$ cat config.mk
export PLATFORM = sky130hd
export DESIGN_NAME = mcu_move_logic_rotate_exec
export DESIGN_NICKNAME = d
export VERILOG_FILES = /design/src/common/exec_pkg.sv /design/src/hdl/mcu_move_logic_rotate_exec.sv /design/src/hdl/rotate_unit.sv /design/src/hdl/sub_borrow_unit.sv
export SDC_FILE = /design/constraint.sdc
export NUM_CORES = 1
export LEC_CHECK = 0
export BUFFER_PORTS_ARGS = -buffer_cell sky130_fd_sc_hd__buf_2
export CORE_MARGIN = 10
export CORE_UTILIZATION = 40
export DETAILED_ROUTE_END_ITERATION = 10
export GPL_TIMING_DRIVEN = 0
export PLACE_DENSITY = 0.61
export SYNTH_ARGS = -nofsm -noshare
export SYNTH_HDL_FRONTEND = slang
export SYNTH_SLANG_ARGS = --single-unit
$ cat constraint.sdc
create_clock -name clk -period 5.3 [get_ports clk]
set_input_delay 1.59 -clock clk [delete_from_list [all_inputs] [get_ports clk]]
set_output_delay 1.59 -clock clk [all_outputs]
set_load 0.005 [all_outputs]
$ cat src/common/exec_pkg.sv
// shared constants and types for the move/logic/rotate execution datapath
package exec_pkg;

    // ------------------------------------------------------------
    // widths
    // ------------------------------------------------------------
    localparam int DATA_W = 8;
    localparam int ADDR_W = 5;
    localparam int PC_W   = 10;

    // ------------------------------------------------------------
    // status flag bit positions
    // ------------------------------------------------------------
    localparam int FLG_CARRY = 0;
    localparam int FLG_HALF  = 1;
    localparam int FLG_ZERO  = 2;
    localparam int FLG_WRAP  = 3;
    localparam int FLG_W     = 4;

    // ------------------------------------------------------------
    // reset values and cycle counts
    // ------------------------------------------------------------
    localparam logic [7:0]  ACC_RST   = 8'h00;
    localparam logic [3:0]  FLAGS_RST = 4'h0;
    localparam logic [9:0]  PC_RST    = 10'h000;
    localparam logic [9:0]  PC_STEP   = 10'h001;
    localparam logic [7:0]  ONE_BYTE  = 8'h01;
    localparam logic [7:0]  ZERO_BYTE = 8'h00;
    localparam logic [1:0]  CYC_ONE   = 2'h1;
    localparam logic [1:0]  CYC_TWO   = 2'h2;

    // ------------------------------------------------------------
    // operation select from the decoder
    // ------------------------------------------------------------
    typedef enum logic [4:0] {
        OP_NOP      = 5'h00,
        OP_MOV_AM   = 5'h01,
        OP_MOV_AX   = 5'h02,
        OP_MOV_MA   = 5'h03,
        OP_OR_AM    = 5'h04,
        OP_OR_AX    = 5'h05,
        OP_ORM      = 5'h06,
        OP_RET      = 5'h07,
        OP_RET_AX   = 5'h08,
        OP_ROTL     = 5'h09,
        OP_ROTLA    = 5'h0A,
        OP_ROTLC    = 5'h0B,
        OP_ROTLCA   = 5'h0C,
        OP_ROTR     = 5'h0D,
        OP_ROTRA    = 5'h0E,
        OP_ROTRC    = 5'h0F,
        OP_ROTRCA   = 5'h10,
        OP_SUBB     = 5'h11,
        OP_SUBBM    = 5'h12,
        OP_DECSKIP  = 5'h13,
        OP_DECSKIPA = 5'h14
    } op_t;

    // ------------------------------------------------------------
    // sequencer states
    // ------------------------------------------------------------
    typedef enum logic [1:0] {
        ST_EXEC  = 2'b00,
        ST_RET2  = 2'b01,
        ST_DUMMY = 2'b10
    } seq_t;

endpackage : exec_pkg

$ cat src/hdl/mcu_move_logic_rotate_exec.sv
// execution datapath for moves, OR, return, rotates, subtract-with-borrow and decrement-skip
// Function
// - move memory to accumulator, flags kept
// - move immediate to accumulator, flags kept
// - store accumulator to memory, flags kept
// - no-op only advances program counter
// - OR memory into accumulator, zero flag
// - OR immediate into accumulator, zero flag
// - OR result back to memory, zero flag
// - return reloads PC, two cycles, flags kept
// - return-with-value also loads immediate into accumulator
// - rotate memory left, bit7 to bit0
// - rotate left into accumulator, memory kept
// - rotate left through carry to memory
// - rotate left through carry into accumulator
// - rotate memory right, bit0 to bit7
// - rotate right into accumulator, memory kept
// - rotate right through carry to memory
// - rotate right through carry into accumulator
// - subtract with borrow into accumulator, four flags
// - subtract with borrow back to memory
// - decrement memory, skip when zero, no flags
// - skip discards prefetch, adds dummy cycle
// - decrement into accumulator, same skip timing
//
`timescale 1ns/10ps
module mcu_move_logic_rotate_exec
    import exec_pkg::*;
(
    // clock and reset
    input  wire logic                        clk,
    input  wire logic                        reset,
    // decoded instruction
    input  wire logic                        instValid,
    input  wire exec_pkg::op_t               instOp,
    input  wire logic [exec_pkg::DATA_W-1:0] instImm,
    input  wire logic [exec_pkg::ADDR_W-1:0] instAddr,
    // data memory
    input  wire logic [exec_pkg::DATA_W-1:0] memRdData,
    output logic      [exec_pkg::ADDR_W-1:0] memAddr,
    output logic      [exec_pkg::DATA_W-1:0] memWrData,
    output logic                             memWrEn,
    // return stack
    input  wire logic [exec_pkg::PC_W-1:0]   stackTop,
    output logic                             stackPop,
    // pipeline control
    output logic                             instReady,
    output logic                             fetchDiscard,
    // architectural state
    output logic      [exec_pkg::DATA_W-1:0] acc,
    output logic      [exec_pkg::PC_W-1:0]   pc,
    output logic                             carryFlag,
    output logic                             nibbleHalfFlag,
    output logic                             signedWrapFlag,
    output logic                             zeroFlag
);
    import exec_pkg::*;

    // ------------------------------------------------------------
    // state
    // ------------------------------------------------------------
    logic [DATA_W-1:0] acc_r, acc_nxt;
    logic [PC_W-1:0]   pc_r, pc_nxt;
    logic [FLG_W-1:0]  flags_r, flags_nxt;
    logic [ADDR_W-1:0] memAddr_r, memAddr_nxt;
    logic [DATA_W-1:0] memWr_r, memWr_nxt;
    logic              memWrEn_r, memWrEn_nxt;
    logic              discard_r, discard_nxt;
    logic              pop_r, pop_nxt;
    seq_t              seq_r, seq_nxt;

    // ------------------------------------------------------------
    // functional units
    // ------------------------------------------------------------
    logic              rotRight, rotCarry;
    logic [DATA_W-1:0] rotResult;
    logic              rotCarryOut;
    logic [DATA_W-1:0] subDiff;
    logic              subCarry, subHalf, subWrap, subZero;
    logic [DATA_W-1:0] decResult;
    logic [DATA_W-1:0] orMem, orImm;
    logic              take;

    rotate_unit u_rotate (
        .operand  (memRdData),
        .carryIn  (flags_r[FLG_CARRY]),
        .toRight  (rotRight),
        .viaCarry (rotCarry),
        .result   (rotResult),
        .carryOut (rotCarryOut)
    );

    sub_borrow_unit u_sub (
        .accIn    (acc_r),
        .memIn    (memRdData),
        .carryIn  (flags_r[FLG_CARRY]),
        .diff     (subDiff),
        .carryOut (subCarry),
        .halfOut  (subHalf),
        .wrapOut  (subWrap),
        .zeroOut  (subZero)
    );

    always_comb begin
        rotRight  = (instOp == OP_ROTR) || (instOp == OP_ROTRA)
                 || (instOp == OP_ROTRC) || (instOp == OP_ROTRCA);
        rotCarry  = (instOp == OP_ROTLC) || (instOp == OP_ROTLCA)
                 || (instOp == OP_ROTRC) || (instOp == OP_ROTRCA);
        decResult = memRdData - ONE_BYTE;
        orMem     = acc_r | memRdData;
        orImm     = acc_r | instImm;
        take      = instValid && (seq_r == ST_EXEC);
    end

    // ------------------------------------------------------------
    // next-state decode
    // ------------------------------------------------------------
    always_comb begin
        acc_nxt     = acc_r;
        pc_nxt      = pc_r;
        flags_nxt   = flags_r;
        memAddr_nxt = memAddr_r;
        memWr_nxt   = memWr_r;
        memWrEn_nxt = 1'b0;
        discard_nxt = 1'b0;
        pop_nxt     = 1'b0;
        seq_nxt     = seq_r;
        case (seq_r)
            ST_EXEC: begin
                if (take) begin
                    pc_nxt      = pc_r + PC_STEP;
                    memAddr_nxt = instAddr;
                    case (instOp)
                        OP_NOP: begin
                            pc_nxt = pc_r + PC_STEP;
                        end
                        OP_MOV_AM: begin
                            acc_nxt = memRdData;
                        end
                        OP_MOV_AX: begin
                            acc_nxt = instImm;
                        end
                        OP_MOV_MA: begin
                            memWr_nxt   = acc_r;
                            memWrEn_nxt = 1'b1;
                        end
                        OP_OR_AM: begin
                            acc_nxt             = orMem;
                            flags_nxt[FLG_ZERO] = (orMem == ZERO_BYTE);
                        end
                        OP_OR_AX: begin
                            acc_nxt             = orImm;
                            flags_nxt[FLG_ZERO] = (orImm == ZERO_BYTE);
                        end
                        OP_ORM: begin
                            memWr_nxt           = orMem;
                            memWrEn_nxt         = 1'b1;
                            flags_nxt[FLG_ZERO] = (orMem == ZERO_BYTE);
                        end
                        OP_RET, OP_RET_AX: begin
                            pc_nxt  = stackTop;
                            pop_nxt = 1'b1;
                            seq_nxt = ST_RET2;
                            if (instOp == OP_RET_AX) begin
                                acc_nxt = instImm;
                            end
                        end
                        OP_ROTL, OP_ROTR: begin
                            memWr_nxt   = rotResult;
                            memWrEn_nxt = 1'b1;
                        end
                        OP_ROTLA, OP_ROTRA: begin
                            acc_nxt = rotResult;
                        end
                        OP_ROTLC, OP_ROTRC: begin
                            memWr_nxt            = rotResult;
                            memWrEn_nxt          = 1'b1;
                            flags_nxt[FLG_CARRY] = rotCarryOut;
                        end
                        OP_ROTLCA, OP_ROTRCA: begin
                            acc_nxt              = rotResult;
                            flags_nxt[FLG_CARRY] = rotCarryOut;
                        end
                        OP_SUBB, OP_SUBBM: begin
                            flags_nxt[FLG_CARRY] = subCarry;
                            flags_nxt[FLG_HALF]  = subHalf;
                            flags_nxt[FLG_WRAP]  = subWrap;
                            flags_nxt[FLG_ZERO]  = subZero;
                            if (instOp == OP_SUBBM) begin
                                memWr_nxt   = subDiff;
                                memWrEn_nxt = 1'b1;
                            end else begin
                                acc_nxt = subDiff;
                            end
                        end
                        OP_DECSKIP, OP_DECSKIPA: begin
                            if (instOp == OP_DECSKIP) begin
                                memWr_nxt   = decResult;
                                memWrEn_nxt = 1'b1;
                            end else begin
                                acc_nxt = decResult;
                            end
                            if (decResult == ZERO_BYTE) begin
                                pc_nxt      = pc_r + PC_STEP + PC_STEP;
                                discard_nxt = 1'b1;
                                seq_nxt     = ST_DUMMY;
                            end
                        end
                        default: begin
                            pc_nxt = pc_r + PC_STEP;
                        end
                    endcase
                end
            end
            ST_RET2: begin
                seq_nxt = ST_EXEC;
            end
            ST_DUMMY: begin
                seq_nxt = ST_EXEC;
            end
            default: begin
                seq_nxt = ST_EXEC;
            end
        endcase
    end

    // ------------------------------------------------------------
    // registers
    // ------------------------------------------------------------
    always_ff @(posedge clk) begin
        if (reset) begin
            acc_r   <= ACC_RST;
            flags_r <= FLAGS_RST;
        end else begin
            acc_r   <= acc_nxt;
            flags_r <= flags_nxt;
        end
    end

    always_ff @(posedge clk) begin
        if (reset) begin
            pc_r  <= PC_RST;
            seq_r <= ST_EXEC;
            pop_r <= 1'b0;
        end else begin
            pc_r  <= pc_nxt;
            seq_r <= seq_nxt;
            pop_r <= pop_nxt;
        end
    end

    always_ff @(posedge clk) begin
        if (reset) begin
            memAddr_r <= '0;
            memWr_r   <= ZERO_BYTE;
            memWrEn_r <= 1'b0;
            discard_r <= 1'b0;
        end else begin
            memAddr_r <= memAddr_nxt;
            memWr_r   <= memWr_nxt;
            memWrEn_r <= memWrEn_nxt;
            discard_r <= discard_nxt;
        end
    end

    // ------------------------------------------------------------
    // outputs
    // ------------------------------------------------------------
    always_comb begin
        memAddr        = (seq_r == ST_EXEC) ? instAddr : memAddr_r;
        memWrData      = memWr_r;
        memWrEn        = memWrEn_r;
        stackPop       = pop_r;
        instReady      = (seq_r == ST_EXEC) && !reset;
        fetchDiscard   = discard_r;
        acc            = acc_r;
        pc             = pc_r;
        carryFlag      = flags_r[FLG_CARRY];
        nibbleHalfFlag = flags_r[FLG_HALF];
        signedWrapFlag = flags_r[FLG_WRAP];
        zeroFlag       = flags_r[FLG_ZERO];
    end

endmodule : mcu_move_logic_rotate_exec

$ cat src/hdl/rotate_unit.sv
// rotate left/right with optional carry path
`timescale 1ns/10ps
module rotate_unit
    import exec_pkg::*;
(
    // operand
    input  wire logic [exec_pkg::DATA_W-1:0] operand,
    input  wire logic                        carryIn,
    // control
    input  wire logic                        toRight,
    input  wire logic                        viaCarry,
    // result
    output logic      [exec_pkg::DATA_W-1:0] result,
    output logic                             carryOut
);
    logic fillBit;

    always_comb begin
        fillBit  = viaCarry ? carryIn : (toRight ? operand[0] : operand[DATA_W-1]);
        if (toRight) begin
            result   = {fillBit, operand[DATA_W-1:1]};
            carryOut = operand[0];
        end else begin
            result   = {operand[DATA_W-2:0], fillBit};
            carryOut = operand[DATA_W-1];
        end
    end
endmodule : rotate_unit

$ cat src/hdl/sub_borrow_unit.sv
// accumulator plus complemented operand plus carry, with flags
`timescale 1ns/10ps
module sub_borrow_unit
    import exec_pkg::*;
(
    // operands
    input  wire logic [exec_pkg::DATA_W-1:0] accIn,
    input  wire logic [exec_pkg::DATA_W-1:0] memIn,
    input  wire logic                        carryIn,
    // result and flags
    output logic      [exec_pkg::DATA_W-1:0] diff,
    output logic                             carryOut,
    output logic                             halfOut,
    output logic                             wrapOut,
    output logic                             zeroOut
);
    logic [DATA_W-1:0] notMem;
    logic [DATA_W:0]   fullSum;
    logic [4:0]        lowSum;

    always_comb begin
        notMem   = ~memIn;
        fullSum  = {1'b0, accIn} + {1'b0, notMem} + {8'h00, carryIn};
        lowSum   = {1'b0, accIn[3:0]} + {1'b0, notMem[3:0]} + {4'h0, carryIn};
        diff     = fullSum[DATA_W-1:0];
        carryOut = fullSum[DATA_W];
        halfOut  = lowSum[4];
        wrapOut  = (accIn[DATA_W-1] == notMem[DATA_W-1]) && (diff[DATA_W-1] != accIn[DATA_W-1]);
        zeroOut  = (diff == ZERO_BYTE);
    end
endmodule : sub_borrow_unit
==> impl_metrics.tcl <==
set metrics [dict create \
    worstMarginPinSlew_ps 950 \
    first_pass_iters 5 \
    hold_viol 0 \
    synth_flop_cell "dfxtp_1" \
    antenna-diode-count 0 \
    crit_path_frequent_cell "buf_2" \
    final_cell_mix "buf_2 (82), a21oi_1 (46), nor2_1 (43)" \
    root_buffer "clkbuf_8" \
    ant_nets 0 \
    antenna_found_initial 0 \
    fin_worst_skew_ps 15.9 \
    area_growth_pct 16.8 \
    worstPathArrival_ps 3060 \
    num_vias 4501 \
    fmax_mhz 215 \
    power_density_nw_per_um2 190 \
    netlist_area_um2 3940 \
    drtIter0Drc 376 \
    path_max_fanout 10 \
    placedCellCount 733 \
    max_cap_violations 0 \
    cp-end-kind "output port" \
    clock_latency_ps 310 \
    cp-start-kind "primary input" \
    synth-seq-area-share 0.203 \
    async_flop_share 0 \
    die_area_um2 14200 \
    path_delay_family "buffers and inverters" \
    path_depth 5 \
    ios 78 \
    fillers 1010 \
    cts.clk_slew.worst_paths_ps 80 \
    cts_sinks 40 \
    power_leakage_nw 1.84 \
    die_x_um 119 \
    fp-row-count 36 \
    nets 668 \
    grt_pass1_wl_mm 24.1 \
    grt.overflow.total 0 \
    first_global_vias 4448 \
    rsz0062_at_grt "false" \
    clk_path_buf_depth 2 \
    drt_wl_total_mm 15.0 \
    synth_nets 586 \
    port_buffers 75 \
    irDropWorstVdd_uv 100 \
    core_area_um2 9680 \
    final_common_cell "buf_2" \
    start_util 0.406 \
    final-instance-count-excl-fill 741 \
    tritoncts "yes" \
    ys_ff_latch 40 \
    hold_path_depth 2 \
    cts_resized 0 \
    multiInputGateArea_um2 2880 \
    ys_warn_count 0 \
    setup_violations 0 \
    final_util 0.474 \
    place.gp.congestion 0.979 \
    h-tree-depth 2 \
    wl_per_cell_um 20.3 \
    worst-path-buf-inv 4 \
    track_usage 0.206 \
    finalCriticalPeriod_ps 4650 \
    fin_tns_setup_ps 0 \
    r2r_cells 8 \
    syn_area_per_cell_um2 7.50 \
    synth_enable_flop_cells 0 \
    ctsHoldBuffers 0 \
    synth.distinct_cells 82 \
    worstSetupPathType "in2out" \
    post_drt_via_cell_ratio 6.07 \
    die_h_um 119 \
    cts_setup_buffers 0 \
    outcome "finished, final reports clean" \
    route.detailed.drc 0 \
    post-route-period-util 0.877 \
    slew_headroom 0.363 \
    drv_slew 0 \
    grt_max_degree 14 \
    cp.required_ps 3710 \
    drive_gt1_frac 0.191 \
    crit_path_top_delay_cell "buf_1" \
    max_stage_delay_ps 570 \
    hold_path_class "reg2reg" \
    register_area_um2 801 \
    numCtsBuffers 5 \
    netlist_instances 525 \
    crit_chain "buf_2 > clkbuf_1 > buf_1 > nor3_1 > buf_2" \
    dp_hpwl_mm 11.8 \
]
==> power breakdown <==
| part | total (mW) | switching, mW | internal, mW | leakage, nW |
|---|---|---|---|---|
| combinational | 0.272 | 0.167 | 0.104 | 1.46 |
| sequential | 0.336 | 0.0203 | 0.316 | 0.327 |
| clock | 0.265 | 0.126 | 0.140 | 0.0541 |
| total | 0.873 | 0.314 | 0.560 | 1.84 |
==> final timing paths <==
check                    start           end  slack, ps
hold reg to reg   memAddr_r[3]  memAddr_r[3]        460
hold / removal    memAddr_r[3]  memAddr_r[3]        460
setup reg to reg      seq_r[1]        acc[5]       2450
setup / recovery         reset     instReady        650
==> final cells by class <==
class,instances,area share
clock buffers,5,0.0150
inverters,28,0.0229
well taps,133,0.0362
flip-flops and latches,40,0.174
multi-input cells,423,0.626
plain buffers,34,0.0346
clock inverters,3,0.00926
repair buffers,75,0.0817
==> Yosys cell counts (all sizes together), types with 5 or more instances <==
cell type,number,share of area
a2111oi,6,0.014
a211oi,7,0.013
a21o,9,0.017
a21oi,48,0.065
a221oi,6,0.015
a31oi,8,0.013
buf,12,0.019
clkbuf,22,0.021
dfxtp,40,0.20
ha,20,0.064
inv,27,0.026
mux2,5,0.014
mux2i,10,0.025
nand2,39,0.038
nand2b,9,0.014
nand3,11,0.014
nand4,11,0.021
nor2,43,0.041
nor2b,10,0.016
nor3,21,0.030
nor4,9,0.022
o21ai,36,0.047
o221ai,5,0.011
o22ai,13,0.022
or3,7,0.012
xnor2,16,0.036
xor2,8,0.018
==> state kept, by name, summed over array words and instances (netlist names) <==
name,flops
flags_r,4
acc,8
memWrEn,1
seq_r,2
fetchDiscard,1
pc,10
memAddr_r,5
memWrData,8
stackPop,1
==> layer usage <==
layer  vias to the layer above  GRT usage  routed length, um
met3                        41     0.0472               1220
li1                       2126          -                  -
met4                         0      0.101                626
met1                      2114      0.255               6260
met2                       220      0.327               6910
met5                         -          0                  0
==> through the flow <==
step / hold slack (ps) / setup WS (ps) / total power, mW / area [um^2]
floorplan: 434 / 1490 / 0.509 / 3940
finish: 461 / 651 / 0.873 / 4590
CTS: 464 / 672 / 0.875 / 4590
detailed placement: 451 / 670 / 0.609 / 4480
global route: 487 / 554 / 0.919 / 4590
global placement: 440 / 713 / 0.606 / 4480
==> cell families after synthesis <==
kind of cell    synth area share
compound gates             0.302
xor+xnor                  0.0534
fa+ha+maj                 0.0738
buf+inv                   0.0671
flops                      0.203
mux                       0.0397
simple gates               0.260
==> worst reg2reg max path, stage by stage, from the launching register on <==
cell and delay, ps:
dfxtp_1 320, nor2_1 420, nand2_1 230, clkbuf_1 300
a21oi_1 400, clkbuf_1 480, o221ai_1 230, a211oi_1 270
a21oi_1 110
(Power assumes the default switching activity.)
